<file path="src/inc/dsr_pkg.sv">
// Purpose: constants and types of the decorated store read-modify-write unit
// Assumes: single clock, bus-style address/data phases, 32-bit data
// Notes:   shared by the bridge and the modify datapath
package dsr_pkg;

	// ------------------------------------------------------------
	// address decoration layout
	// ------------------------------------------------------------
	localparam int             ADDR_TOP_BIT  = 31;
	localparam int             REGION_HI     = 30;
	localparam int             REGION_LO     = 29;
	localparam int             OP_HI         = 28;
	localparam int             OP_LO         = 26;
	localparam int             FIELD_BIT     = 28;
	localparam int             POS_HI        = 27;
	localparam int             POS_LO        = 23;
	localparam int             WID_HI        = 22;
	localparam int             WID_LO        = 19;
	localparam int             LOGIC_OFS_HI  = 19;
	localparam int             FIELD_OFS_HI  = 18;
	localparam logic [1:0]     REGION_MEM    = 2'h1;
	localparam logic [1:0]     REGION_PERIPH = 2'h2;
	localparam logic [2:0]     OPCODE_OR     = 3'h2;
	localparam logic [2:0]     OPCODE_XOR    = 3'h3;
	localparam logic [31:0]    BASE_MEM      = 32'h2000_0000;
	localparam logic [31:0]    BASE_PERIPH   = 32'h4000_0000;

	// ------------------------------------------------------------
	// transfer attribute encodings
	// ------------------------------------------------------------
	localparam logic [2:0]     SIZE_BYTE     = 3'h0;
	localparam logic [2:0]     SIZE_HALF     = 3'h1;
	localparam logic [2:0]     SIZE_WORD     = 3'h2;
	localparam logic [1:0]     TRANS_IDLE    = 2'h0;
	localparam logic [1:0]     TRANS_NONSEQ  = 2'h2;

	// ------------------------------------------------------------
	// types
	// ------------------------------------------------------------
	typedef struct packed {
		logic [31:0] addr;
		logic [1:0]  trans;
		logic        write;
		logic [2:0]  size;
		logic [2:0]  burst;
		logic [3:0]  prot;
	} dsr_aphase_t;

	typedef enum logic [1:0] {
		DSR_OP_OR    = 2'h0,
		DSR_OP_XOR   = 2'h1,
		DSR_OP_FIELD = 2'h2
	} dsr_op_t;

	// gray sequence idle -> read -> write
	typedef enum logic [1:0] {
		DSR_ST_IDLE  = 2'h0,
		DSR_ST_READ  = 2'h1,
		DSR_ST_WRITE = 2'h3
	} dsr_state_t;

endpackage // dsr_pkg

</file>
<file path="src/core/dsr_modify.sv">
// Purpose: combinational modify step of a decorated store
// Assumes: write data replicated across lanes by the master
// Notes:   result is replicated across lanes; only sized lanes are written
module dsr_modify (
	input  wire dsr_pkg::dsr_op_t op,
	input  wire logic [2:0]       size,
	input  wire logic [1:0]       lane,
	input  wire logic [4:0]       pos,
	input  wire logic [3:0]       wid,
	input  wire logic [31:0]      rdata,
	input  wire logic [31:0]      wdata,
	output logic      [31:0]      result
);
	import dsr_pkg::*;

	logic [31:0] r_c;
	logic [31:0] w_c;
	logic [31:0] mask;
	logic [31:0] res_c;
	logic [4:0]  shamt;

	always_comb begin
		shamt = 5'h0;
		mask  = 32'h0;
		res_c = 32'h0;
		// container starts at the addressed lane
		if (size == SIZE_BYTE)
			shamt = {lane, 3'h0};
		else if (size == SIZE_HALF)
			shamt = {lane[1], 4'h0};
		r_c = rdata >> shamt;
		w_c = wdata >> shamt;
		case (op)
			DSR_OP_OR:    res_c = r_c | w_c;
			DSR_OP_XOR:   res_c = r_c ^ w_c;
			DSR_OP_FIELD: begin
				mask  = ((32'h2 << wid) - 32'h1) << pos;
				res_c = (w_c & mask) | (r_c & ~mask);
			end
			default:      res_c = r_c;
		endcase
		case (size)
			SIZE_BYTE: result = {4{res_c[7:0]}};
			SIZE_HALF: result = {2{res_c[15:0]}};
			default:   result = res_c;
		endcase
	end

endmodule // dsr_modify

</file>
<file path="src/core/dsr_bridge.sv">
// Purpose: decorated store bridge between a bus master and slave controllers
// Assumes: master, memory and peripheral controllers share clk
// Notes:   only OR, XOR and field insert stores are decorated;
//          every other transfer passes through untouched
module dsr_bridge (
	input  wire logic                clk,
	input  wire logic                nrst,
	input  wire dsr_pkg::dsr_aphase_t us_ap,
	input  wire logic                us_hready,
	input  wire logic [31:0]         us_hwdata,
	output logic      [31:0]         us_hrdata,
	output logic                     us_hreadyout,
	output logic                     us_hresp,
	output dsr_pkg::dsr_aphase_t     ds_ap,
	output logic      [31:0]         ds_hwdata,
	input  wire logic [31:0]         ds_hrdata,
	input  wire logic                ds_hready,
	input  wire logic                ds_hresp
);
	import dsr_pkg::*;

	// ------------------------------------------------------------
	// reset release
	// ------------------------------------------------------------
	logic rst_meta;
	logic rst_n;

	always_ff @(posedge clk or negedge nrst) begin
		if (!nrst) begin
			rst_meta <= 1'b0;
			rst_n    <= 1'b0;
		end else begin
			rst_meta <= 1'b1;
			rst_n    <= rst_meta;
		end
	end

	// ------------------------------------------------------------
	// decoration decode
	// ------------------------------------------------------------
	logic        in_mem;
	logic        in_periph;
	logic        is_or;
	logic        is_xor;
	logic        is_field;
	logic        decorated;
	logic        take;
	dsr_op_t     dec_op;
	logic [31:0] real_addr;

	always_comb begin
		in_mem    = !us_ap.addr[ADDR_TOP_BIT] &&
		            us_ap.addr[REGION_HI:REGION_LO] == REGION_MEM;
		in_periph = !us_ap.addr[ADDR_TOP_BIT] &&
		            us_ap.addr[REGION_HI:REGION_LO] == REGION_PERIPH;
		is_field  = us_ap.addr[FIELD_BIT];
		is_or     = us_ap.addr[OP_HI:OP_LO] == OPCODE_OR;
		is_xor    = us_ap.addr[OP_HI:OP_LO] == OPCODE_XOR;
		decorated = (in_mem || in_periph) && us_ap.write &&
		            us_ap.trans[1] && (is_field || is_or || is_xor);
		// start only when the previous data phase ends
		take      = decorated && us_hready;
		if (is_field)
			dec_op = DSR_OP_FIELD;
		else if (is_xor)
			dec_op = DSR_OP_XOR;
		else
			dec_op = DSR_OP_OR;
		// base plus offset, don't-care bits dropped
		real_addr = in_mem ? BASE_MEM : BASE_PERIPH;
		if (is_field)
			real_addr[FIELD_OFS_HI:0] = us_ap.addr[FIELD_OFS_HI:0];
		else
			real_addr[LOGIC_OFS_HI:0] = us_ap.addr[LOGIC_OFS_HI:0];
	end

	// ------------------------------------------------------------
	// sequence state and captured transfer
	// ------------------------------------------------------------
	dsr_state_t  state;
	dsr_state_t  next_state;
	dsr_aphase_t cap_ap;
	dsr_aphase_t next_cap_ap;
	dsr_op_t     cap_op;
	dsr_op_t     next_cap_op;
	logic [4:0]  cap_pos;
	logic [4:0]  next_cap_pos;
	logic [3:0]  cap_wid;
	logic [3:0]  next_cap_wid;
	logic [31:0] mod_data;
	logic [31:0] next_mod_data;
	logic [31:0] mod_result;

	dsr_modify u_modify (
		.op     (cap_op),
		.size   (cap_ap.size),
		.lane   (cap_ap.addr[1:0]),
		.pos    (cap_pos),
		.wid    (cap_wid),
		.rdata  (ds_hrdata),
		.wdata  (us_hwdata),
		.result (mod_result)
	);

	always_comb begin
		next_state    = state;
		next_cap_ap   = cap_ap;
		next_cap_op   = cap_op;
		next_cap_pos  = cap_pos;
		next_cap_wid  = cap_wid;
		next_mod_data = mod_data;
		case (state)
			DSR_ST_IDLE, DSR_ST_WRITE: begin
				// new address phase taken during x+2
				if (take) begin
					next_cap_ap      = us_ap;
					next_cap_ap.addr = real_addr;
					next_cap_op      = dec_op;
					next_cap_pos     = us_ap.addr[POS_HI:POS_LO];
					next_cap_wid     = us_ap.addr[WID_HI:WID_LO];
					next_state       = DSR_ST_READ;
				end else if (state == DSR_ST_WRITE && ds_hready) begin
					next_state = DSR_ST_IDLE;
				end
			end
			DSR_ST_READ: begin
				if (ds_hready) begin
					next_mod_data = mod_result;
					next_state    = DSR_ST_WRITE;
				end
			end
			default: next_state = DSR_ST_IDLE;
		endcase
	end

	always_ff @(posedge clk or negedge rst_n) begin
		if (!rst_n) begin
			state    <= DSR_ST_IDLE;
			cap_ap   <= '0;
			cap_op   <= DSR_OP_OR;
			cap_pos  <= 5'h0;
			cap_wid  <= 4'h0;
			mod_data <= 32'h0;
		end else begin
			state    <= next_state;
			cap_ap   <= next_cap_ap;
			cap_op   <= next_cap_op;
			cap_pos  <= next_cap_pos;
			cap_wid  <= next_cap_wid;
			mod_data <= next_mod_data;
		end
	end

	// ------------------------------------------------------------
	// output steering
	// ------------------------------------------------------------
	// pass-through paths must stay combinational to add no latency
	always_comb begin
		ds_ap        = us_ap;
		ds_hwdata    = us_hwdata;
		us_hrdata    = ds_hrdata;
		us_hresp     = ds_hresp;
		us_hreadyout = ds_hready;
		if (state == DSR_ST_READ) begin
			ds_ap       = cap_ap;
			ds_ap.trans = TRANS_NONSEQ;
			ds_ap.write = 1'b1;
			// stall master in first data phase
			us_hreadyout = 1'b0;
		end else if (decorated) begin
			ds_ap.addr  = real_addr;
			ds_ap.write = 1'b0;
		end
		if (!rst_n)
			ds_ap.trans = TRANS_IDLE;
		if (state == DSR_ST_WRITE)
			ds_hwdata = mod_data;
	end

endmodule // dsr_bridge

</file>
<file path="config.mk">
export PLATFORM = sky130hd
export DESIGN_NAME = dsr_bridge
export DESIGN_NICKNAME = d
export VERILOG_FILES = /design/src/inc/dsr_pkg.sv /design/src/core/dsr_modify.sv /design/src/core/dsr_bridge.sv
export SDC_FILE = /design/constraint.sdc
export NUM_CORES = 1
export LEC_CHECK = 0
export ABC_CLOCK_PERIOD_IN_PS = 3600
export BUFFER_PORTS_ARGS = -buffer_cell sky130_fd_sc_hd__buf_2
export CAP_MARGIN = 5
export CORE_ASPECT_RATIO = 0.7
export CORE_UTILIZATION = 55
export DETAILED_ROUTE_END_ITERATION = 16
export MAX_ROUTING_LAYER = met4
export PLACE_DENSITY = 0.82
export RECOVER_POWER = 25
export SLEW_MARGIN = 20
export SYNTH_ARGS = -nofsm -noshare
export SYNTH_HDL_FRONTEND = slang
export SYNTH_SLANG_ARGS = --single-unit
</file>
<file path="constraint.sdc">
create_clock -name clk -period 3.6 [get_ports clk]
set_input_delay 0.36 -clock clk [delete_from_list [all_inputs] [get_ports clk]]
set_output_delay 0.36 -clock clk [all_outputs]
set_load 0.01 [all_outputs]
</file>
## After elaboration in Yosys (flattened, before gate mapping)

Index checks and enable logic that the tools add are counted.
W data, S select, Z words.

| operators by class | value |
|---|---|
| reductions and logical operators | 18 |
| bitwise operators | 6 |
| add/sub/neg operators | 1 |
| divide/modulo/power cells | 0 |
| eq/ne operators | 11 |
| order comparisons | 0 |
| shifts and indexed selects | 4 |
| mux-type cells | 21 |
| $mul | 0 |

Operator list:

| kind | number |
|---|---|
| $mux W32 | 3 |
| $pmux W32 S3 | 1 |
| $and A32 B32 Y32 | 2 |
| $or A32 B32 Y32 | 2 |
| $pmux W32 S2 | 1 |
| $shr A32 B5 Y32 | 2 |
| $not A32 Y32 | 1 |
| $shl A2 B4 Y32 const A | 1 |
| $shl A32 B5 Y32 | 1 |
| $sub A32 B1 Y32 const B | 1 |
| $xor A32 B32 Y32 | 1 |
| $mux W31 | 1 |
| $mux W2 | 6 |
| $mux W10 | 1 |
| $mux W5 | 2 |
| $logic_and A1 B1 Y1 | 7 |
| $eq A2 B1 Y1 const B | 3 |
| $eq A2 B2 Y1 const B | 3 |
| $eq A3 B2 Y1 const B | 2 |
| $reduce_and A2 Y1 | 3 |
| $mux W1 | 5 |
| $logic_not A2 Y1 | 2 |
| $pmux W2 S2 | 1 |
| $eq A3 B1 Y1 const B | 1 |
| 6 further kinds | 8 |

| word-level totals | value |
|---|---|
| RAM bits | 0 |
| logic and storage cells | 72 |
| memories kept | 0 |
| input bits | 114 |
| bits in latches | 0 |
| bits in registers | 89 |
| ROM bits | 0 |
| output and inout bits | 111 |

## Logic depth before layout (Yosys ltp)

Gate-level depths: netlist of run 1.

| logic depth | value |
|---|---|
| depth after elaboration | 9 |
| depth in mapped cells | 16 |
| mapped depth without buffers | 13 |

## Cells and area by module

A second synthesis of run 1 with hierarchy kept.

| unflattened totals | value |
|---|---|
| cell total of the unflattened synthesis | 1137 |
| area, all modules | 9396.5 um^2 |

Modules (own cells, without submodules):

| module | cells each | instances | area an instance (um^2) | sequential area each (um^2) |
|---|---|---|---|---|
| dsr_modify | 816 | 1 | 5201.2 | 0.0 |
| dsr_bridge | 321 | 1 | 4195.3 | 1976.9 |

## Worst setup path after synthesis of run 1

No wires, ideal clock.

| path | value |
|---|---|
| kind | register -> register |
| start | reg cap_wid[2] |
| end | reg mod_data[31] |
| period minus slack after synthesis | 3421 ps |
| slack | 179 ps |
| arrival time | 3295 ps |
| cell stages (with the launch flop) | 15 |
| required time | 3474 ps |
| path buffers | 3 |
| path through | dfrtp_1 -> buf_2 -> buf_2 -> buf_2 -> nor3_1 -> nand2_1 -> ha_1 -> or4b_2 -> o221a_2 -> nand3_1 -> a31o_2 -> a22oi_1 -> o211a_1 -> and3_1 -> a311o_1 |

| on the way | value |
|---|---|
| cells in the longest elaborated chain, start to end | 8 |
| elaborated cells on any way between the ends | 9 |
| classes of those cells | 1 x add/sub; 2 x shift; 2 x mux; 4 x bitwise |

RTL lines:

| item | RTL line | source |
|---|---|---|
| start, declared | dsr_bridge.sv:88 | `logic [3:0] cap_wid;` |
| start signal, assigned | dsr_bridge.sv:149 | `cap_wid <= next_cap_wid;` |
| $shl A2 B4 Y32 * | dsr_modify.sv:37 | `mask = ((32'h2 << wid) - 32'h1) << pos;` |
| $sub A32 B1 Y32 * | dsr_modify.sv:37 |  |
| $shl A32 B5 Y32 * | dsr_modify.sv:37 |  |
| $not A32 Y32 | dsr_modify.sv:38 | `res_c = (w_c & mask) \| (r_c & ~mask);` |
| $and A32 B32 Y32 | dsr_modify.sv:38 |  |
| $or A32 B32 Y32 * | dsr_modify.sv:38 |  |
| $pmux W32 S3 * | dsr_modify.sv:33 | `case (op)` |
| $pmux W32 S2 * | dsr_modify.sv:42 | `case (size)` |
| end signal, assigned | dsr_bridge.sv:150 | `mod_data <= next_mod_data;` |
| end, declared | dsr_bridge.sv:90 | `logic [31:0] mod_data;` |

Mark *: on every way between the ends. The rest lies on a longest branch, timed or not.
A chain may end at the register's enable or synchronous reset.

## Worst setup path after layout of run 1

| path | value |
|---|---|
| start | reg cap_ap[9] in the netlist's numbering |
| end | reg mod_data[31] |

| on the way | value |
|---|---|
| cells in the longest elaborated chain, start to end | 8 |
| elaborated cells on any way between the ends | 13 |
| classes of those cells | 1 x eq/ne; 2 x shift; 4 x mux; 5 x bitwise; 1 x reduce/logical |

RTL lines:

| item | RTL line | source |
|---|---|---|
| start, declared | dsr_bridge.sv:82 | `dsr_aphase_t cap_ap;` |
| start signal, assigned | dsr_bridge.sv:146 | `cap_ap <= next_cap_ap;` |
| $eq A3 B1 Y1 | dsr_modify.sv:29, dsr_modify.sv:42 |  |
| $mux W5 | dsr_modify.sv:29 | `else if (size == SIZE_HALF)` |
| $mux W5 | dsr_modify.sv:27 | `if (size == SIZE_BYTE)` |
| $shr A32 B5 Y32 (on tied branches) | dsr_modify.sv:32, dsr_modify.sv:31 |  |
| $and A32 B32 Y32 | dsr_modify.sv:38 |  |
| $or A32 B32 Y32 | dsr_modify.sv:38 |  |
| $pmux W32 S3 | dsr_modify.sv:33 |  |
| $pmux W32 S2 * | dsr_modify.sv:42 |  |

Marks and branches as above.

==> results.tsv, run 1 <==
metric	value	unit
status	complete, no violations	
Arr. time, crit path	3680	ps
initial core utilization	0.5748	
RR Startpoint	cap_ap[9]$_DFFE_PN0P_	
Slew @ Worst Pin	1395	ps
dpl ws	71.20	ps
GRT Residual Overflow	0	
Gate Count Post-Synth	1164	
dominant cell type by area after synthesis	dfrtp_1	
fin nets	1481	
worst setup path endpoint	mod_data[31]$_DFFE_PN0P_	
endpoint type of the worst setup path	flip-flop	
design area	10600	sq um
Synth area leaders	dfrtp_1 (22%), mux2_2 (14%), nand2_1 (7.7%), ha_1 (5.0%), mux2i_1 (4.5%)	
Hold WS	244.0	ps
Cell Area, Placed	10300	sq um
reg-to-reg endpoint	mod_data[31]$_DFFE_PN0P_	
non-filler cells, final	1556	
top_reg_cell synth	dfrtp_1	
Hold Crit Depth	2	
CTS Sinks	79	
H-tree Lvls	3	
Iter 0 DRT Violations	1223	
CTS tree	yes	
number of global-route vias before repair	9553	
EDFF count, synth	0	
slew margin rel.	0.06998	
drc violations	0	
mapped cell area	9074	sq um
post-synthesis sequential area ratio	0.2179	
number of synthesized register bits	79	
Post-DRT Antenna Nets	0	
FMAX	0.2908	GHz
HPWL after DPL	25.88	mm
post-synth net total	1314	
DR WL/cell	22.19	um
CP required	3840	ps
Slew Viols, Final	0	
Pwr per Cell Area	801.2	nW/um^2
IO Port Bufs	222	
peak fanout along the critical path	30	
Std-Cell Rows	38	
Power, Total	8.494	mW
worst setup slack after layout	160.7	ps
YS warnings	0	
Clock Tree Buf Depth	2	
core box area	15790	sq um
Critical Path Start Type	flip-flop	
layout cell share with drive strength beyond 1	0.3091	
Max VDD drop	0.0004758	V
placed cell count	1539	
Core Util, Final	0.6716	
Synth cell types	79	
setup total negative slack	0	ps
die width	155.5	um
Ant. Diodes	0	
first-pass GRT wire length	52.19	mm
total CTS buffers	9	
top cell type's share of synthesized area	0.2179	
Setup crit start	cap_ap[9]$_DFFE_PN0P_	
reg2reg path depth	11	
crit share post-route	0.9554	
final setup fails	0	
largest net degree at the start of global routing	51	
Die Y	109.5	um
max_cap viols	0	
minimum clock period	3439	ps
critical setup path kind	reg2reg	
Via Count	10360	
Syn Area/Cell	7.795	sq um
Root Driver	clkbuf_16	
DRT Wirelength	34.53	mm
asr flop ratio synth	1.000	
Top Ports	225	
Die Footprint	17020	sq um
Area Overhead vs Synth	16.84	%
R2R setup slack	160	ps
Worst-Skew Late Latency	360	ps
DR pass1 iterations	8	
vias per cell	6.657	
Setup Fix Bufs, Post-CTS	0	
antenna violations before repair	0	
gpl congestion	0.9907	
Fin. Hold Viols	0	
CTS clk-pin slew, worst paths	70	ps
Worst Skew	10.53	ps
Hold Crit Class	in2reg	
Leakage	4.855	nW
GRT Total Usage	0.4145	
placed cells by master (no fill, tap or decap), types with 11 or more instances in the layout:
master and n:
a22oi_1 11, inv_1 28, o211ai_1 16, a31oi_1 17, mux2i_1 41, ha_1 34
nor2_1 90, nor3_1 14, mux2_2 113, nand3_1 25, a211oi_1 16, clkbuf_1 33
buf_4 55, a21oi_1 72, o22ai_1 19, dfrtp_1 79, o21ai_0 63, nand2_1 187
and2_1 15, buf_2 189
Yosys cell counts, drive strengths merged (5+ instances only):
cell	n
a22oi	11
and3	6
dfrtp	79
o211ai	16
o21ai	64
and2	15
nand4	9
a211oi	16
a31oi	17
nor2b	6
o32ai	5
or4b	5
o22ai	20
a21o	6
nand2	187
nor2	91
o311ai	5
clkbuf	56
nand3	26
nor3	14
o21a	7
a21oi	72
a2bb2oi	7
mux2i	41
o22a	7
mux2	113
o221ai	9
o31ai	6
a221oi	5
nand2b	8
buf	69
or2	9
a221o	9
ha	36
inv	28
o2bb2ai	5
nor4	5
report_power, final:
group          leakage, nW  switching, mW  total (mW)  internal [mW]
combinational         3.69           3.68        5.94           2.27
clock                0.152          0.439        1.01          0.569
sequential            1.02          0.330        1.54           1.21
how the worst min path moves through the flow:
stage                          from                      to  slack, ps
after detailed placement       nrst      rst_meta$_DFF_PN0_        150
final                      us_ap[1]   cap_ap[1]$_DFFE_PN0P_        240
after global routing      us_ap[23]  cap_ap[23]$_DFFE_PN0P_        250
after CTS                  us_ap[2]   cap_ap[2]$_DFFE_PN0P_        240
after floorplan                nrst      rst_meta$_DFF_PN0_         60
after global placement         nrst      rst_meta$_DFF_PN0_        150
cell type report:
type | count | area, sq um
clock buffers | 10 | 239.0
multi-input cells | 928 | 6377
clock inverters | 6 | 75.07
flip-flops and latches | 79 | 1977
repair buffers | 281 | 1538
well taps | 220 | 275.3
inverters | 32 | 120.1
fillers | 1353 | 5184
worst max-delay path, stage by stage (launching register included):
cell     delay, ps
dfrtp_1        480
nor4b_4        380
buf_12         250
mux2_2         360
a22oi_1        310
ha_1           290
o22ai_1        260
nand2_1         90
a221o_1        270
o211a_1        120
and3_1         170
a311o_1        310
what timing repair did:
item / CTS / global route
setup endpoints to repair: 0 / 13
gates resized for setup: 0 / 6
hold endpoints to repair: 2 / 0
hold buffers: 1 / 0
kinds of logic after synthesis:
| family | synth area share |
|---|---|
| AO/OA/AOI/OAI | 0.2474 |
| XOR/XNOR | 0.001931 |
| adder cells (fa/ha/maj) | 0.04964 |
| buffers and inverters | 0.08370 |
| flip-flops | 0.2179 |
| multiplexers | 0.1933 |
| other | 0.0004133 |
| AND/OR/NAND/NOR | 0.2057 |
per-layer routing:
layer  up-vias  track usage  share of wire
li1       4593            -              -
met1      4858       0.5374           0.40
met2       812       0.6220           0.43
met3        96       0.1143           0.14
met4         0       0.1450          0.029
met5         -            -              0
state kept, by name, indices dropped and copies added, names as in the netlist:
register,flops
cap_ap,32
cap_op,2
cap_pos,5
cap_wid,4
mod_data,32
rst_meta,1
rst_n,1
state,2
(Power assumes the default switching activity.)
==> run 2: changes to the inputs <==
Settings changed: ABC_AREA set to 1, CORE_MARGIN set to 2, MAX_ROUTING_LAYER met4 to unset, PLACE_DENSITY 0.82 to 0.83.
==> run 2 against run 1 <==
Against the previous run: the run now ends with capacitance limit, slew limit left; sequential share of layout area increased by 1.5 points; fmax rose by 19%; first-iteration DRC count up 17%; cell area down 7.6%; synthesized area is 4.9% lower; clock power hardly changed; die area is 1.7% lower; combinational power increased by 3%; critical path depth is 6 higher; cell count rose by 15%; power grew 2.7%; routed wire length decreased by 7.4%; critical path type unchanged.
==> results.tsv, run 2 <==
metric	value	unit
endpoint type of the worst setup path	flip-flop	
Syn Area/Cell	5.933	sq um
Post-synth top cells	nand2_1 (465), o21ai_0 (178), nand3_1 (172)	
DR pass1 iterations	6	
critical path's largest stage delay	390	ps
Worst Skew	11.72	ps
dominant cell type by area after synthesis	dfrtp_1	
CP Cell Sequence	nor2_4 > inv_2 > nor2_4 > inv_2 > buf_4 > o21ai_1 > a21oi_1 > a21oi_1 > ha_1 > o21ai_0 > nand2_1 > nand2_1 > nand2_1 > nand2_1 > nand3_1 > nand2_1 > inv_1	
Area Overhead vs Synth	13.49	%
non-filler cells, final	1794	
Leakage	5.146	nW
number of synthesized register bits	79	
Synth cell types	39	
Buf/Inv on CP	4	
CTS clk-pin slew, worst paths	70	ps
register share of total power	0.187	
commonest non-fill, non-tap cells in the layout	nand2_1 (465), buf_2 (189), o21ai_0 (178), nand3_1 (172), inv_1 (112)	
internal power	3.812	mW
asr flop ratio synth	1.000	
gpl congestion	0.9513	
YS warnings	0	
Gate Count Post-Synth	1455	
minimum clock period	2898	ps
slowest CP cell	dfrtp_1	
DR WL/cell	17.81	um
Hold Crit Class	in2reg	
Std-Cell Rows	38	
FILL cells	1528	
Worst-Skew Late Latency	350	ps
top_reg_cell synth	dfrtp_1	
Psw	4.909	mW
Critical Path Start Type	flip-flop	
largest net degree at the start of global routing	65	
max_cap viols	1	
mapped cell area	8632	sq um
failing checks	capacitance limit, slew limit	
FF+latch area	1977	sq um
slew margin rel.	-0.04344	
layout cell share with drive strength beyond 1	0.1813	
Clock Tree Buf Depth	2	
CTS tree	yes	
EDFF count, synth	0	
first-pass GRT wire length	49.09	mm
drc violations	0	
Slew Viols, Final	61	
antenna violations before repair	0	
crit share post-route	0.8050	
Fin. Hold Viols	0	
HPWL after DPL	24.25	mm
final setup fails	0	
Root Driver	clkbuf_16	
Top cell by count, worst path	nand2_1	
commonest non-fill, non-tap cell in the layout	nand2_1	
vias per cell	5.955	
Post-DRT Antenna Nets	0	
critical setup path kind	reg2reg	
core box area	15400	sq um
Clk network pwr share	0.113	
CP required	3860	ps
Slew @ Worst Pin	1565	ps
placed cell count	1777	
Die Y	108.8	um
status	complete, but fails checks	
Die Footprint	16730	sq um
Switching Fraction	0.5629	
CTS Sinks	79	
post-synthesis sequential area ratio	0.2290	
CP top delay family	buffers and inverters	
setup total negative slack	0	ps
RSZ-0062 raised after global routing	no	
number of global-route vias before repair	9442	
Max VDD drop	0.0005467	V
initial core utilization	0.5603	
die width	153.7	um
peak fanout along the critical path	21	
worst setup slack after layout	702.0	ps
Pwr per Cell Area	890.1	nW/um^2
registers with the most flip-flops	cap_ap (32), mod_data (32), cap_pos (5)	
fin nets	1739	
most numerous cell in the Yosys netlist	nand2_1	
GRT Residual Overflow	0	
Iter 0 DRT Violations	1428	
Synth area leaders	dfrtp_1 (23%), nand2_1 (20%), o21ai_0 (10%), nand3_1 (10%), ha_1 (5.2%)	
Arr. time, crit path	3150	ps
H-tree Lvls	3	
FMAX	0.3451	GHz
GRT Total Usage	0.3699	
top cell type's share of synthesized area	0.2290	
total CTS buffers	9	
Top Ports	225	
DRT Wirelength	31.96	mm
Ant. Diodes	0	
combinational group share of total power	0.700	
dpl ws	816.2	ps
Via Count	10680	
IO Port Bufs	222	
Core Util, Final	0.6360	
multi-input logic area	5537	sq um
post-synth net total	1605	
==> run 2: cell types whose count changed after synthesis, sizes merged, moves of 19 or more <==
cell   delta
nand2   +289
o21ai   +170
nand3   +152
mux2    -106
inv      +95
mux2i    -41
a21oi    -30
o22ai    -19
==> run 2: worst min-delay path, cell delays in order <==
cell and delay [ps]:
buf_2 90, nand2_1 40, o21ai_0 60
==> run 2: cells by family (layout without fill, tap and decap cells) <==
| family | after synthesis | after routing | share of synthesized area |
|---|---|---|---|
| compound gates | 318 | 318 | 0.1995 |
| flops | 79 | 79 | 0.2290 |
| other cells | 1 | 1 | 0.0004344 |
| simple gates | 767 | 767 | 0.3796 |
| fa+ha+maj | 36 | 36 | 0.05218 |
| buf+inv | 247 | 386 | 0.1302 |
| mux | 7 | 7 | 0.009132 |
==> run 2: power by group through the flow <==
| stage | registers, mW | clock network, mW | logic (mW) |
|---|---|---|---|
| 6_report | 1.63 | 0.987 | 6.10 |
| 3_3_place_gp | 1.61 | 0 | 5.77 |
| 3_5_place_dp | 1.63 | 0 | 5.88 |
| 4_1_cts | 1.61 | 0.994 | 5.93 |
| 5_1_grt | 1.67 | 1.02 | 6.78 |
| 2_1_floorplan | 1.47 | 0 | 4.43 |
==> run 2: worst paths after layout <==
kind                            slack [ps]                        to  cells past startpoint                  start
worst max-delay path                   700  mod_data[31]$_DFFE_PN0P_                     17  cap_ap[9]$_DFFE_PN0P_
worst min-delay path                   230     cap_ap[4]$_DFFE_PN0P_                      3               us_ap[4]
worst max register to register         700  mod_data[31]$_DFFE_PN0P_                     17  cap_ap[9]$_DFFE_PN0P_
worst min register to register         320    cap_ap[28]$_DFFE_PN0P_                      0        rst_n$_DFF_PN0_
max in group asynchronous             1290   mod_data[9]$_DFFE_PN0P_                      1        rst_n$_DFF_PN0_
min in group asynchronous              320    cap_ap[28]$_DFFE_PN0P_                      0        rst_n$_DFF_PN0_
==> run 2: area by class of cell <==
type	instances	area share
Multi-Input combinational cell	1129	0.5651
Sequential cell	79	0.2018
Timing Repair Buffer	247	0.1284
Inverter	123	0.04738
Tap cell	200	0.02554
Clock buffer	9	0.02299
Clock inverter	7	0.008812
==> run 2: metal layers <==
layer,routed length [um],part of all wire,track usage,vias up
met2,13170,0.41,0.5517,703
met4,993,0.031,0.1180,2
met3,4186,0.13,0.08983,103
met5,99,0.0031,0.04464,-
met1,13510,0.42,0.5250,4842
li1,-,-,-,5034
==> run 2: stage by stage <==
stage               total power [mW]  instance area, sq um  hold slack [ps]
floorplan                      5.902                  8632            64.41
global placement               7.380                  9523            147.3
detailed placement             7.502                  9523            154.6
CTS                            8.536                  9844            214.6
global route                   9.479                  9797            234.8
finish                         8.721                  9797            229.2
==> run 2: timing repair <==
item,in CTS,in global routing
gates resized for setup,0,0
hold buffers,1,0
buffers inserted,0,0
endpoints found under the hold margin,2,0
==> run 3: changes to the inputs <==
Settings changed: ABC_AREA 1 to 0, ABC_CLOCK_PERIOD_IN_PS 3600 to 2600, CORE_UTILIZATION 55 to 50, PLACE_DENSITY 0.83 to 0.79.
Clock period 3.6 ns to 2.6 ns, I/O delays scaled along.
==> run 3 against run 2 <==
Against the previous run: sequential share of layout area is 5.2 points lower; sequential cell count is the same; fmax down 8.4%; largest cell class unchanged; the flow finishes with violations (setup timing); clock skew grew 4.6 ps; clock power up 38%; die area rose by 15%.
==> results.tsv, run 3 (synthesis gave the netlist of run 1 again) <==
metric	value	unit
status	complete, but fails checks	
failing checks	setup timing	
Leakage	6.164	nW
Slew @ Worst Pin	984.4	ps
largest net degree at the start of global routing	52	
FMAX	0.3160	GHz
DRT Wirelength	39.88	mm
Worst-Skew Late Latency	370	ps
setup total negative slack	-10970	ps
RSZ-0062 raised after global routing	yes	
Cell Area, Placed	11750	sq um
endpoint type of the worst setup path	flip-flop	
reg2reg path depth	14	
DR WL/cell	22.40	um
commonest non-fill, non-tap cell in the layout	buf_4	
Hold Crit Class	in2reg	
Fin. Hold Viols	0	
DR pass1 iterations	6	
Via Count	11500	
core box area	17900	sq um
CTS clk-pin slew, worst paths	80	ps
FILL cells	1289	
critical path's largest stage delay	440	ps
RR Startpoint	cap_ap[9]$_DFFE_PN0P_	
Die Y	116.7	um
commonest non-fill, non-tap cells in the layout	buf_4 (226), buf_2 (222), nand2_1 (177), mux2_2 (106), nor2_1 (82)	
minimum clock period	3164	ps
fin nets	1688	
wl on met1	15.34	mm
Core Util, Final	0.7421	
max_cap viols	0	
Die Footprint	19260	sq um
WHS Endpoint	cap_ap[2]$_DFFE_PN0P_	
Hold WS	142.0	ps
die width	165.0	um
layout cell share with drive strength beyond 1	0.5094	
antenna violations before repair	2	
Clock Tree Buf Depth	2	
CP required	2840	ps
Arr. time, crit path	3410	ps
design area	13290	sq um
H-tree Lvls	3	
Top Ports	225	
top layer in use	met5	
Worst Skew	16.31	ps
WL met3	5.629	mm
drc violations	0	
critical setup path kind	reg2reg	
gpl congestion	1.041	
Root Driver	clkbuf_16	
Pwr per Cell Area	1199	nW/um^2
Slew Viols, Final	0	
Std-Cell Rows	41	
worst setup slack after layout	-564.2	ps
Hold Crit Depth	2	
Max VDD drop	0.0005409	V
final setup fails	32	
Post-DRT Antenna Nets	0	
number of global-route vias before repair	10410	
vias per cell	6.461	
registers with the most flip-flops	cap_ap (32), mod_data (32), cap_pos (5)	
initial core utilization	0.5068	
Iter 0 DRT Violations	1810	
CTS Sinks	79	
crit share post-route	1.217	
Critical Path Start Type	flip-flop	
first-pass GRT wire length	57.63	mm
reg-to-reg endpoint	mod_data[31]$_DFFE_PN0P_	
peak fanout along the critical path	8	
GRT Total Usage	0.3898	
routed wl met2	17.34	mm
GRT Residual Overflow	0	
slew margin rel.	0.3413	
HPWL after DPL	28.18	mm
CP Cell Sequence	buf_6 > nor4b_4 > buf_12 > buf_12 > buf_6 > mux2i_2 > nor2_1 > a21oi_2 > ha_1 > o21ai_1 > o31ai_2 > o21ai_2 > a2bb2oi_4 > a311o_1	
CTS tree	yes	
IO Port Bufs	222	
slowest CP cell	dfrtp_2	
total CTS buffers	9	
R2R setup slack	-560	ps
Hold Startpoint	us_ap[2]	
Area Overhead vs Synth	46.41	%
==> run 3: cell count changes in the layout (fill, tap and decap cells not counted), sizes merged, moves of 19 or more <==
cell / previous run / this run
inv: 127 / 33
clkbuf: 43 / 9
o21ai: 234 / 64
mux2: 7 / 113
nand3: 178 / 26
mux2i: 0 / 41
o22ai: 1 / 20
a21oi: 42 / 72
nand2: 476 / 187
buf: 212 / 485
==> run 3: worst max path at each step <==
stage | cells after the start | endpoint | startpoint
final | 14 | mod_data[31]$_DFFE_PN0P_ | cap_ap[9]$_DFFE_PN0P_
after global routing | 14 | mod_data[31]$_DFFE_PN0P_ | cap_ap[9]$_DFFE_PN0P_
after CTS | 12 | mod_data[28]$_DFFE_PN0P_ | cap_wid[2]$_DFFE_PN0P_
after detailed placement | 11 | mod_data[29]$_DFFE_PN0P_ | cap_wid[0]$_DFFE_PN0P_
after global placement | 12 | mod_data[28]$_DFFE_PN0P_ | cap_wid[0]$_DFFE_PN0P_
after floorplan | 15 | mod_data[27]$_DFFE_PN0P_ | cap_wid[2]$_DFFE_PN0P_
==> run 3: repair_timing <==
action	CTS	global route
pin swaps	47	42
setup endpoints to repair	32	32
cloned	1	1
hold endpoints to repair	2	0
gates resized for setup	97	91
buffers inserted	33	23
hold buffers	1	0
==> run 3: report_power, final <==
part / internal [mW] / switching, mW
registers: 1.69 / 0.371
clock network: 0.682 / 0.677
logic: 5.77 / 6.74
total: 8.15 / 7.78
==> run 3: layout make-up <==
type                            instances  area, sq um  share of cell area
Antenna cell                            1        2.502           0.0001884
Clock buffer                            9        225.2             0.01695
Clock inverter                          7        72.57            0.005462
Inverter                               32        120.1            0.009041
Multi-Input combinational cell        930         7239              0.5449
Sequential cell                        79         1988              0.1497
Tap cell                              236        295.3             0.02223
Timing Repair Buffer                  486         3342              0.2516
==> run 3: stage by stage <==
step	worst slack (ps)	total power [mW]	std cells
after floorplan	-488.8	7.975	1164
after global placement	-431.2	11.86	1705
after detailed placement	-502.8	12.05	1705
after CTS	-427.8	14.50	1756
after global routing	-638.8	16.66	1779
final	-564.2	15.93	1780
==> run 3: per-layer routing <==
layer | vias up | GRT usage
met1 | 5397 | 0.5145
met5 | - | 0
met4 | 2 | 0.1449
met2 | 916 | 0.5989
li1 | 5042 | -
met3 | 144 | 0.1261
==> run 3: worst max-delay path: cells and delay by family, from the launching register on <==
| family | cells | cell delay, ps |
|---|---|---|
| adders and majority gates | 1 | 250 |
| and+or+nand+nor | 2 | 450 |
| DFF | 1 | 440 |
| muxes | 1 | 250 |
| AOI/OAI and AO/OA | 6 | 1060 |
| buffers and inverters | 4 | 560 |
